## config.mk

```make
export PLATFORM = sky130hd
export DESIGN_NAME = pvic_ctrl
export DESIGN_NICKNAME = d
export VERILOG_FILES = /design/src/pvic_pkg.sv /design/src/pvic_ctrl.sv /design/src/pvic_ext_pin.sv
export SDC_FILE = /design/constraint.sdc
export NUM_CORES = 1
export LEC_CHECK = 0
export BUFFER_PORTS_ARGS = -buffer_cell sky130_fd_sc_hd__buf_2
export CAP_MARGIN = 20
export CORE_UTILIZATION = 43
export CTS_CLUSTER_SIZE = 12
export DETAILED_ROUTE_END_ITERATION = 6
export GPL_ROUTABILITY_DRIVEN = 0
export PLACE_DENSITY = 0.72
export SYNTH_ARGS = -nofsm -noshare
export SYNTH_HDL_FRONTEND = slang
export SYNTH_HIERARCHICAL = 1
export SYNTH_SLANG_ARGS = --single-unit
```

## constraint.sdc

```tcl
create_clock -name i_mclk -period 31.4 [get_ports i_mclk]
set_input_delay 0 -clock i_mclk [delete_from_list [all_inputs] [get_ports i_mclk]]
set_output_delay 0 -clock i_mclk [all_outputs]
set_load 0.02 [all_outputs]
```

## src/pvic_pkg.sv

```systemverilog
// Purpose: shared constants and types for the vectored interrupt controller
// Assumes: one 200 MHz clock; peripheral cycle of six clocks
// Notes:   enable and priority register images are 8-bit fields of one struct port
package pvic_pkg;

  // ****************************************************************
  // sizes and slots
  // ****************************************************************
  localparam int unsigned NUM_SLOTS  = 15;
  localparam int unsigned SLOT_W     = 4;
  localparam int unsigned PRIO_W     = 2;
  localparam int unsigned VEC_W      = 16;
  localparam int unsigned PCYC_CLKS  = 6;   // clocks per peripheral cycle
  localparam int unsigned PCYC_W     = 3;

  // slot numbers in polling order
  localparam logic [3:0] SLOT_EXT_A = 4'h0;
  localparam logic [3:0] SLOT_EXT_B = 4'h2;
  localparam logic [3:0] SLOT_KEYPD = 4'hB;
  localparam logic [14:0] SLOT_RSVD_MASK = 15'h5400; // slots 10,12,14

  // vector address: base plus slot times stride
  localparam logic [15:0] VEC_BASE   = 16'h0003;
  localparam int unsigned VEC_SHIFT  = 3;   // stride of eight

  // enable register bit positions
  localparam int unsigned EN_GLOBAL_BIT = 7;
  localparam int unsigned EN_EXT_A_BIT  = 0;
  localparam int unsigned EN_EXT_B_BIT  = 2;

  // trigger type encodings
  localparam logic TRIG_LEVEL = 1'b0;
  localparam logic TRIG_EDGE  = 1'b1;

  // reset values
  localparam logic [14:0] PEND_RST   = 15'h0000;
  localparam logic [3:0]  INPROG_RST = 4'h0;

  // ****************************************************************
  // types
  // ****************************************************************
  typedef struct packed {
    logic [7:0] en_lo;   // global enable plus first sources
    logic [7:0] en_hi;
    logic [7:0] ph_a;
    logic [7:0] pl_a;
    logic [7:0] ph_b;
    logic [7:0] pl_b;
  } pvic_cfg_t;

  typedef struct packed {
    logic        valid;
    logic [3:0]  slot;
    logic [1:0]  level;
    logic [15:0] vector;
  } pvic_req_t;

  typedef enum logic [1:0] {
    PVIC_IDLE = 2'b00,
    PVIC_REQ  = 2'b01,
    PVIC_ACK  = 2'b11
  } pvic_state_t;

endpackage

```

## src/pvic_ctrl.sv

```systemverilog
// Purpose: prioritised vectored interrupt controller, top level
// Assumes: execution unit finishes its instruction before acking
// Notes:   peripheral requests are one-cycle set pulses
//
// Function
// requests latch into pending flags until cleared
// unit finishes instruction, saves PC, loads vector
// return clears in-progress level marker
// two-bit priority, high bit upper, 3 highest
// preempt only by strictly higher level
// highest pending level serviced first
// same level chosen by fixed polling order
// vector is 0003h plus eight times slot
// pin level low or falling edge by type
// pin event sets flag, forwarded when enabled
// edge flag cleared on vectoring
// level source released, flag cleared by software
// low pin level wakes from power-down
// pins sampled once per six clocks
// level request held over six clocks
// edge request held low six clocks
// every source enabled individually, any time
// two enable, four priority 8-bit registers
// global enable bit 7 gates everything
// pins synchronised, edges between consecutive samples
// reserved slots never request or vector
`timescale 1ns/1ps
module pvic_ctrl (
  // clock and reset
  input  wire logic                 i_mclk,
  input  wire logic                 i_resetn,
  // register images
  input  wire pvic_pkg::pvic_cfg_t  i_cfg,
  input  wire logic                 i_trig_type_a,
  input  wire logic                 i_trig_type_b,
  // pins
  input  wire logic                 i_ext_irq_pin_a_n,
  input  wire logic                 i_ext_irq_pin_b_n,
  input  wire logic                 i_keypad_irq_in,
  // peripheral requests and software clears
  input  wire logic [14:0]          i_periph_set,
  input  wire logic [14:0]          i_sw_clr,
  // execution unit handshake
  input  wire logic                 i_irq_ack,
  input  wire logic                 i_return_from_irq_instr,
  // outputs
  output pvic_pkg::pvic_req_t       o_req,
  output logic [14:0]               o_pending,
  output logic [3:0]                o_inprog,
  output logic                      o_keypad_sample,
  output logic                      o_wake
);

  // ****************************************************************
  // peripheral cycle divider
  // ****************************************************************
  logic [2:0] pcyc_cnt_r;
  logic       samp_en;

  // six-clock sample enable pulse
  always_ff @(posedge i_mclk or negedge i_resetn) begin
    if (!i_resetn) begin
      pcyc_cnt_r <= 3'h0;
    end else if (samp_en) begin
      pcyc_cnt_r <= 3'h0;
    end else begin
      pcyc_cnt_r <= pcyc_cnt_r + 3'h1;
    end
  end
  assign samp_en = (pcyc_cnt_r == 3'(pvic_pkg::PCYC_CLKS - 1));

  // keyboard input sampled on the same enable
  logic kp_s1_r;
  logic kp_s2_r;
  always_ff @(posedge i_mclk or negedge i_resetn) begin
    if (!i_resetn) begin
      kp_s1_r         <= 1'b1;
      kp_s2_r         <= 1'b1;
      o_keypad_sample <= 1'b1;
    end else begin
      kp_s1_r <= i_keypad_irq_in;
      kp_s2_r <= kp_s1_r;
      if (samp_en) begin
        o_keypad_sample <= kp_s2_r;
      end
    end
  end

  // ****************************************************************
  // external pins
  // ****************************************************************
  logic        flag_a;
  logic        flag_b;
  logic        low_a;
  logic        low_b;
  logic        hw_clr_a;
  logic        hw_clr_b;
  logic        taking;

  pvic_ext_pin u_pin_a (
    .i_mclk          (i_mclk),
    .i_resetn        (i_resetn),
    .i_pin_n         (i_ext_irq_pin_a_n),
    .i_samp_en       (samp_en),
    .i_trig_type_sel (i_trig_type_a),
    .i_sw_clr        (i_sw_clr[pvic_pkg::SLOT_EXT_A]),
    .i_hw_clr        (hw_clr_a),
    .o_ext_req_flag  (flag_a),
    .o_low_level     (low_a)
  );

  pvic_ext_pin u_pin_b (
    .i_mclk          (i_mclk),
    .i_resetn        (i_resetn),
    .i_pin_n         (i_ext_irq_pin_b_n),
    .i_samp_en       (samp_en),
    .i_trig_type_sel (i_trig_type_b),
    .i_sw_clr        (i_sw_clr[pvic_pkg::SLOT_EXT_B]),
    .i_hw_clr        (hw_clr_b),
    .o_ext_req_flag  (flag_b),
    .o_low_level     (low_b)
  );

  assign o_wake = low_a | low_b;

  // ****************************************************************
  // pending flags
  // ****************************************************************
  logic [14:0] pend_r;
  logic [14:0] ack_clr;

  // latch peripheral pulses; set wins over clear
  always_ff @(posedge i_mclk or negedge i_resetn) begin
    if (!i_resetn) begin
      pend_r <= pvic_pkg::PEND_RST;
    end else begin
      pend_r <= ((pend_r & ~i_sw_clr & ~ack_clr) | i_periph_set)
              & ~pvic_pkg::SLOT_RSVD_MASK;
    end
  end

  // external flags replace their pending slots
  logic [14:0] pend_all;
  always_comb begin
    pend_all = pend_r;
    pend_all[pvic_pkg::SLOT_EXT_A] = flag_a;
    pend_all[pvic_pkg::SLOT_EXT_B] = flag_b;
  end
  assign o_pending = pend_all;

  // ****************************************************************
  // enables and priority levels
  // ****************************************************************
  logic [15:0] en_vec;
  logic [15:0] ph_vec;
  logic [15:0] pl_vec;
  logic [14:0] armed;
  assign en_vec = {1'b0, i_cfg.en_hi, i_cfg.en_lo[6:0]};
  assign ph_vec = {1'b0, i_cfg.ph_b, i_cfg.ph_a[6:0]};
  assign pl_vec = {1'b0, i_cfg.pl_b, i_cfg.pl_a[6:0]};
  // slots 0..6 from the low register, 7..14 from the high one
  assign armed = pend_all & en_vec[14:0]
               & ~pvic_pkg::SLOT_RSVD_MASK
               & {15{i_cfg.en_lo[pvic_pkg::EN_GLOBAL_BIT]}};

  // ****************************************************************
  // arbitration
  // ****************************************************************
  logic       win_valid;
  logic [3:0] win_slot;
  logic [1:0] win_lvl;
  logic [1:0] lvl;

  // highest level first, lowest slot on ties
  always_comb begin
    win_valid = 1'b0;
    win_slot  = 4'h0;
    win_lvl   = 2'h0;
    lvl       = 2'h0;
    for (int i = 0; i < pvic_pkg::NUM_SLOTS; i++) begin
      lvl = {ph_vec[i], pl_vec[i]};
      if (armed[i] && (!win_valid || lvl > win_lvl)) begin
        win_valid = 1'b1;
        win_slot  = 4'(i);
        win_lvl   = lvl;
      end
    end
  end

  // preemption only by a strictly higher level
  logic [3:0] inprog_r;
  logic       allowed;
  always_comb begin
    allowed = 1'b1;
    for (int l = 0; l < 4; l++) begin
      if (inprog_r[l] && 2'(l) >= win_lvl) begin
        allowed = 1'b0;
      end
    end
  end

  // ****************************************************************
  // request handshake
  // ****************************************************************
  pvic_pkg::pvic_state_t state_r;
  assign taking = (state_r == pvic_pkg::PVIC_REQ) && i_irq_ack;

  // present winner, hold until execution unit acks
  always_ff @(posedge i_mclk or negedge i_resetn) begin
    if (!i_resetn) begin
      state_r <= pvic_pkg::PVIC_IDLE;
      o_req   <= '0;
    end else begin
      case (state_r)
        pvic_pkg::PVIC_IDLE: begin
          if (win_valid && allowed) begin
            state_r      <= pvic_pkg::PVIC_REQ;
            o_req.valid  <= 1'b1;
            o_req.slot   <= win_slot;
            o_req.level  <= win_lvl;
            o_req.vector <= pvic_pkg::VEC_BASE
              + (16'(win_slot) << pvic_pkg::VEC_SHIFT);
          end
        end
        pvic_pkg::PVIC_REQ: begin
          if (i_irq_ack) begin
            state_r     <= pvic_pkg::PVIC_ACK;
            o_req.valid <= 1'b0;
          end
        end
        pvic_pkg::PVIC_ACK: begin
          state_r <= pvic_pkg::PVIC_IDLE;
        end
        default: begin
          state_r <= pvic_pkg::PVIC_IDLE;
        end
      endcase
    end
  end

  // vectoring clears the taken source's flag, except a level-type pin's
  always_comb begin
    ack_clr = '0;
    if (taking) begin
      ack_clr[o_req.slot] = 1'b1;
    end
  end
  assign hw_clr_a = taking && (o_req.slot == pvic_pkg::SLOT_EXT_A);
  assign hw_clr_b = taking && (o_req.slot == pvic_pkg::SLOT_EXT_B);

  // in-progress markers: set on ack, cleared on return
  logic [3:0] top_bit;
  always_comb begin
    top_bit = 4'h0;
    for (int l = 0; l < 4; l++) begin
      if (inprog_r[l]) begin
        top_bit = 4'h0;
        top_bit[l] = 1'b1;
      end
    end
  end

  always_ff @(posedge i_mclk or negedge i_resetn) begin
    if (!i_resetn) begin
      inprog_r <= pvic_pkg::INPROG_RST;
    end else begin
      inprog_r <= (inprog_r
                   & ~({4{i_return_from_irq_instr}} & top_bit))
                | ({4{taking}} & (4'h1 << o_req.level));
    end
  end
  assign o_inprog = inprog_r;

  // ****************************************************************
  // checks
  // ****************************************************************
  a_vector_formula: assert property (@(posedge i_mclk) disable iff (!i_resetn)
    o_req.valid |-> o_req.vector == 16'h0003 + {9'h0, o_req.slot, 3'h0})
    else $error("vector address wrong");
  a_sample_period: assert property (@(posedge i_mclk) disable iff (!i_resetn)
    samp_en |=> !samp_en [*5] ##1 samp_en)
    else $error("sample enable period not six");
  a_no_reserved: assert property (@(posedge i_mclk) disable iff (!i_resetn)
    o_req.valid |-> !pvic_pkg::SLOT_RSVD_MASK[o_req.slot])
    else $error("reserved slot vectored");
  a_global_gate: assert property (@(posedge i_mclk) disable iff (!i_resetn)
    $rose(o_req.valid) |-> $past(i_cfg.en_lo[7]))
    else $error("request without global enable");
  a_preempt_higher: assert property (@(posedge i_mclk) disable iff (!i_resetn)
    $rose(o_req.valid) |-> ($past(inprog_r) >> o_req.level) == 4'h0)
    else $error("preemption by equal or lower level");
  a_ack_marks: assert property (@(posedge i_mclk) disable iff (!i_resetn)
    taking |=> inprog_r[$past(o_req.level)])
    else $error("in-progress marker not set");
  a_return_clear: assert property (@(posedge i_mclk) disable iff (!i_resetn)
    (i_return_from_irq_instr && !taking && inprog_r[3]) |=> !inprog_r[3])
    else $error("return did not clear top level");
  a_pend_latch: assert property (@(posedge i_mclk) disable iff (!i_resetn)
    i_periph_set[3] |=> pend_r[3])
    else $error("request not latched");

endmodule // pvic_ctrl

```

## src/pvic_ext_pin.sv

```systemverilog
// Purpose: one external request pin: synchroniser, sampler, request flag
// Assumes: sample enable pulses once every six clocks
// Notes:   pin is active low
`timescale 1ns/1ps
module pvic_ext_pin (
  // clock and reset
  input  wire logic i_mclk,
  input  wire logic i_resetn,
  // pin and control
  input  wire logic i_pin_n,
  input  wire logic i_samp_en,
  input  wire logic i_trig_type_sel,
  input  wire logic i_sw_clr,
  input  wire logic i_hw_clr,
  // status
  output logic      o_ext_req_flag,
  output logic      o_low_level
);

  logic sync1_r;
  logic sync2_r;
  logic samp_r;
  logic samp_prev_r;
  logic samp_dly_r;
  logic event_w;

  // two flop synchroniser
  always_ff @(posedge i_mclk or negedge i_resetn) begin
    if (!i_resetn) begin
      sync1_r <= 1'b1;
      sync2_r <= 1'b1;
    end else begin
      sync1_r <= i_pin_n;
      sync2_r <= sync1_r;
    end
  end

  // sample once per peripheral cycle; mark the cycle after a sample
  always_ff @(posedge i_mclk or negedge i_resetn) begin
    if (!i_resetn) begin
      samp_r      <= 1'b1;
      samp_prev_r <= 1'b1;
      samp_dly_r  <= 1'b0;
    end else begin
      samp_dly_r <= i_samp_en;
      if (i_samp_en) begin
        samp_r      <= sync2_r;
        samp_prev_r <= samp_r;
      end
    end
  end

  // one-cycle event per sample so a vectoring clear is not undone
  assign event_w = samp_dly_r
                 & ((i_trig_type_sel == pvic_pkg::TRIG_EDGE)
                    ? (samp_prev_r & ~samp_r)
                    : ~samp_r);

  // request flag, set wins over clear
  always_ff @(posedge i_mclk or negedge i_resetn) begin
    if (!i_resetn) begin
      o_ext_req_flag <= 1'b0;
    end else if (event_w) begin
      o_ext_req_flag <= 1'b1;
    end else if (i_sw_clr) begin
      o_ext_req_flag <= 1'b0;
    end else if (i_hw_clr && i_trig_type_sel == pvic_pkg::TRIG_EDGE) begin
      o_ext_req_flag <= 1'b0;
    end
  end

  assign o_low_level = ~sync2_r;

endmodule // pvic_ext_pin

```

Yosys cells after proc, flatten, opt, wreduce, memory -nomap -nowiden
Index checks and enable logic that the tools add are counted.

Bitwise operators: 21. $add $sub $neg: 2. Equal/unequal tests: 5. Mux-type cells: 70. Order comparisons: 20. Shift-type cells: 1. Reductions and logical operators: 61.

Operators with widths (count): 4-bit 2-to-1 mux (14); 14-bit bitwise AND (3); 2-bit 2-to-1 mux (18); 1-bit 2-to-1 mux (31); 2-bit greater-than comparator (14); 14-bit inverter (2); 1-bit logical AND (25); 23-bit 2-to-1 mux (1); 14-bit by 15-bit bitwise AND with 15-bit output (1); 1-bit logical NOT (14); 1-bit logical OR (14); 14-bit 2-to-1 mux (1); 14-bit bitwise OR (1); 4-bit bitwise AND (3); 2-bit by 7-bit adder with 8-bit output (first input constant) (1); 3-bit 2-to-1 mux (2); 3-bit nonzero test (2); 4-bit by 5-bit < comparator with 1-bit output (second input constant) (1); 1-bit bitwise AND (4); 1-bit demux with 4-bit select (1); 4-bit by 2-bit equality test with 1-bit output (second input constant) (1); 1-bit by 2-bit >= comparator with 1-bit output (first input constant) (2); 2-bit >= comparator (first input constant) (2); 4-bit by 1-bit >= comparator with 1-bit output (second input constant) (1); 16 further kinds (21).

Input port bits: 87. Bits in registers: 58. Word-level logic and storage cells: 202. Output and inout bits: 44.

Longest topological paths before layout
Depth in word-level cells: 68. Gate-level depth with buffers: 75. Depth with buffers taken out: 73.

Hierarchy
The synthesis kept the hierarchy.

Modules (own cells, without submodules): pvic_ctrl (area each 2743.9 µm², times used 1, seq. area each 754.5 µm², cells each 340); pvic_ext_pin (area each 221.5 µm², times used 2, seq. area each 155.1 µm², cells each 15).

Least setup slack after synthesis
No wires, ideal clock.

Kind: reg2reg. Start point: register u_pin_a.o_ext_req_flag. End point: register o_req[6] (netlist name). Setup time: 0.125 ns. Stages on the path, launching flop included: 73. Path buffers: 1. Data required time: 31.275 ns. Period minus slack after synthesis: 12.773 ns. Data arrival time: 12.648 ns. Slack: 18.627 ns. Cells stage by stage: dfrtp_1 -> and3_1 -> nand2_1 -> ha_1 -> nor2b_1 -> o21ai_0 -> o211ai_1 -> and2_1 -> ha_1 -> nor2b_1 -> o21ai_0 -> a21oi_1 -> a221oi_1 -> a21oi_1 -> ha_1 -> nor2b_1 -> a2bb2oi_1 -> o2111a_1 -> [37 not listed] -> nor2_1 -> a21o_1 -> ha_1 -> nor2b_1 -> o21ai_0 -> a21oi_2 -> a211oi_1 -> nor2_1 -> ha_1 -> nor2b_1 -> o21ai_0 -> a21oi_1 -> nand2_1 -> a22oi_1 -> o21ai_0 -> nor2_1 -> o21ai_4 -> mux2_4.

Word-level cells in the longest chain between the ends: 67.

Ends and longest elaborated chain: start, declared (RTL line pvic_ext_pin.sv:16) `output logic o_ext_req_flag,`; start signal, assigned (RTL line pvic_ext_pin.sv:62) `o_ext_req_flag <= 1'b0;`; start signal, assigned (RTL line pvic_ext_pin.sv:64) `o_ext_req_flag <= 1'b1;`; start signal, assigned (RTL line pvic_ext_pin.sv:66) `o_ext_req_flag <= 1'b0;`; 14-bit bitwise AND * (RTL line pvic_ctrl.sv:162) `assign armed = pend_all & en_vec[14:0]`; 14-bit by 15-bit bitwise AND with 15-bit output * (RTL line pvic_ctrl.sv:164) `& {15{i_cfg.en_lo[pvic_pkg::EN_GLOBAL_BIT]}};`; 2-bit 2-to-1 mux / 1-bit 2-to-1 mux (equally long branches) (RTL line pvic_ctrl.sv:182) `if (armed[i] && (!win_valid || lvl > win_lvl)) begin`; 2-bit greater-than comparator / 1-bit logical NOT (equally long branches) (RTL line pvic_ctrl.sv:182); 1-bit logical OR (RTL line pvic_ctrl.sv:182); 1-bit logical AND (RTL line pvic_ctrl.sv:182); 2-bit 2-to-1 mux / 1-bit 2-to-1 mux (equally long branches) (RTL line pvic_ctrl.sv:182); 2-bit greater-than comparator / 1-bit logical NOT (equally long branches) (RTL line pvic_ctrl.sv:182); [48 not listed]; 1-bit logical OR (RTL line pvic_ctrl.sv:182); 1-bit logical AND (RTL line pvic_ctrl.sv:182); 2-bit 2-to-1 mux (RTL line pvic_ctrl.sv:182); 1-bit by 2-bit >= comparator with 1-bit output (RTL line pvic_ctrl.sv:196) `if (inprog_r[l] && 2'(l) >= win_lvl) begin`; 1-bit logical AND (RTL line pvic_ctrl.sv:196); 1-bit 2-to-1 mux (4 in series) (RTL line pvic_ctrl.sv:196); 1-bit logical AND (RTL line pvic_ctrl.sv:216) `if (win_valid && allowed) begin`; 2-bit AND reduction (no line); end, declared (RTL line pvic_ctrl.sv:47) `output pvic_pkg::pvic_req_t o_req,`.

Mark *: on every way between the ends. The rest lies on a longest branch, timed or not. A chain may end at the register's enable or synchronous reset.

Worst setup path in the final report
Start point: register u_pin_a.o_ext_req_flag. End point: register o_req[17] (netlist name).

The elaborated chain is that of the path after synthesis.

==> run metrics <==
status=complete, no violations; worst hold path type=primary input to flip-flop; P_sw=0.08780 mW; P&R area growth vs syn=24.11%; multiplexer share of the synthesized area=5.457%; dpl cell area=3679 um2; fin nets=586; Max Fclk=0.06847 GHz; Crit path max-delay family=compound AO/OA/AOI/OAI gates; maximum vdd drop=0.03397 mV; worst clock skew=0.009377 ns; total power=0.2167 mW; ys flop type=dfrtp_1; first-pass GRT wire length=12620 um; routed len/inst=13.65 um; Max FO, Critical Path=12; largest family of logic cells by synthesized area=compound AO/OA/AOI/OAI gates; EDFF count, synth=0; Final min period=14.60 ns; post-synthesis cell type count=62; gr ovfl total=0; sequential area share after synthesis=33.41%; FP Rows=31; commonest non-fill, non-tap cells in the layout=buf_2 (98), inv_1 (37), nand2_1 (36); I/O Pins=131; Avg Inst Size Synth=8.613 um2; antenna viol nets, final=0; dpl hpwl=6203 um; die area=7760 um2; Max Root-Sink Buffers=2; Die Height=88.09 um; arrival time worst endpoint=14.77 ns; final-report hold violation count=0; Total GRT Usage=20.87%; final period utilization=46.51%; internal power=0.1289 mW; setup TNS=0 ns; first drt pass iteration count=4; top cell type by total area after synthesis=dfrtp_1; Post-CTS Hold Buffers=17; drt via density=5.229; Ys Warns=6; xor/xnor cell area share of the yosys netlist=0%; CP peak stage delay=0.74 ns; count of pins over their slew limit=0; clock transition at the registers of the reported paths=0.08 ns; drt drc=0; Port Buffer Count=98; CP endpoint kind=flip-flop; Buf/Inv on CP=1; vias post-DR=3033; Switching Share=40.53%; initial cell density of the core=44.17%; Compound-Gate Fraction of Synth Area=23.36%; Max-Cap Viols=0; share of the synthesized area in the top cell type=24.34%; commonest non-fill, non-tap cell in the layout=buf_2; Clk Latency, worst-skew pair=0.29 ns; core footprint=7214 um2; power per cell area=54.78 nW/um2; Synth async-reset ratio=100.0%; headroom to the max-slew limit=39.06%; vias in the first global route=2843; Worst-Margin Slew=0.8999 ns; Slowest-stage cell, CP=o311ai_1; most frequent CP cell=ha_1; CTS Sinks=42; Syn Inst Count=370; relative contribution of sequential cells to total power=35.9%; CTS resizes=0; CTS Buf Count=5; ranking of synthesized cells by area=dfrtp_1 (24%), dfstp_2 (9.1%), ha_1 (7.5%), buf_4 (4.7%), inv_1 (4.4%); Antenna diodes=0; antenna violations before repair=0; H-tree level count=2; fraction of layout cells with a size suffix above 1=30.56%; flops & latches, synth=42; Crit path required time=31.57 ns; setup bufs post-CTS=0; Final setup viols=0; Setup CP Type=flip-flop to flip-flop; drt first-iter violations=111; CTS root buf=clkbuf_8; Synth Area in Adders=7.460%; Startpoint Class=flip-flop; Comb pwr share=45.3%; CTS tree=built; RSZ-0062 raised after global routing=no; final wirelength=7919 um; Final Instance Area=3955 um2; Clk pwr share=18.8%; simple-gate share of the synthesized area=20.57%; largest net degree at the start of global routing=43; Mapped Area=3187 um2; Leak=1.996 nW; die width=88.09 um; R2R setup slack=16.80 ns
==> kinds of logic after synthesis <==
| group | count (synthesis) |
|---|---|
| AND/OR/NAND/NOR | 128 |
| other | 1 |
| adder cells (fa/ha/maj) | 19 |
| AO/OA/AOI/OAI | 104 |
| flip-flops | 42 |
| multiplexers | 15 |
| buffers and inverters | 61 |
==> layout make-up <==
type	count	area, um2
timing repair buffer	115	660.6
tap	99	123.9
fill	701	3259
clock inverter	1	30.03
clock buffer	7	76.32
multi-input combinational	279	1861
inverter	37	138.9
sequential	42	1065
==> synthesized netlist by cell type (8+ instances only) <==
cell type  instances
nor2b_1           10
nand3_1           18
dfstp_2           11
buf_4             20
nor3_1             9
ha_1              19
nand2_1           36
o21ai_0           17
a31o_2            10
inv_1             37
nor2_1            20
a21o_1             8
dfrtp_1           31
a21oi_1           18
==> worst paths after layout <==
path | end | cells after the start | start
min reg2reg | u_pin_b/sync2_r | 0 | u_pin_b/sync1_r
max reg2reg | o_req[17] | 70 | u_pin_a/o_ext_req_flag
max | o_req[17] | 70 | u_pin_a/o_ext_req_flag
max in group asynchronous | pcyc_cnt_r[1] | 2 | i_resetn
min | pend_r[1] | 3 | i_sw_clr[1]
min in group asynchronous | o_req[16] | 2 | i_resetn
==> power by group through the flow <==
| stage | logic, mW | registers (mW) | clock network, mW |
|---|---|---|---|
| after floorplan | 0.0648 | 0.0832 | 0 |
| after global placement | 0.0933 | 0.0783 | 0 |
| after detailed placement | 0.0960 | 0.0784 | 0 |
| after CTS | 0.0981 | 0.0778 | 0.0421 |
| after global routing | 0.109 | 0.0798 | 0.0442 |
| final | 0.0981 | 0.0778 | 0.0408 |
==> layer usage <==
metal	vias to the layer above	GRT usage, %	part of all wire (%)
met5	-	0	0
met3	8	3.299	6.1
li1	1510	-	-
met1	1400	26.12	44
met4	0	5.572	1.4
met2	115	37.35	48
==> worst register-to-register path: cells and delay by family (launching register included) <==
family	cells	cell delay (ns)
adders and majority gates	11	2.87
DFF	1	0.44
and+or+nand+nor	26	3.32
muxes	1	0.34
AOI/OAI and AO/OA	31	7.47
buffers and inverters	1	0.06
==> sequential cells by signal, summed over array words and instances, names as in the netlist <==
name,count
u_pin_b/o_ext_req_flag,1
kp_s2_r,1
pcyc_cnt_r,3
u_pin_a/samp_dly_r,1
u_pin_b/samp_r,1
u_pin_a/samp_r,1
state_r,2
o_req,8
u_pin_b/samp_dly_r,1
pend_r,10
u_pin_a/o_ext_req_flag,1
kp_s1_r,1
u_pin_a/samp_prev_r,1
u_pin_b/samp_prev_r,1
u_pin_b/sync2_r,1
u_pin_a/sync2_r,1
o_keypad_sample,1
u_pin_b/sync1_r,1
u_pin_a/sync1_r,1
o_inprog,4
==> through the flow <==
step / util (%) / std cells / hold slack [ns] / worst slack [ns]
after floorplan: - / 382 / -0.2956 / 18.63
after CTS: 54.82 / 580 / 0.01249 / 16.92
after global routing: 54.82 / 580 / 0.01485 / 15.40
after global placement: 50.99 / 555 / 0.1051 / 17.23
final: 54.82 / 580 / 0.01278 / 16.80
after detailed placement: 50.99 / 555 / 0.1066 / 17.01
No activity file was read; power rests on OpenSTA's default activity.
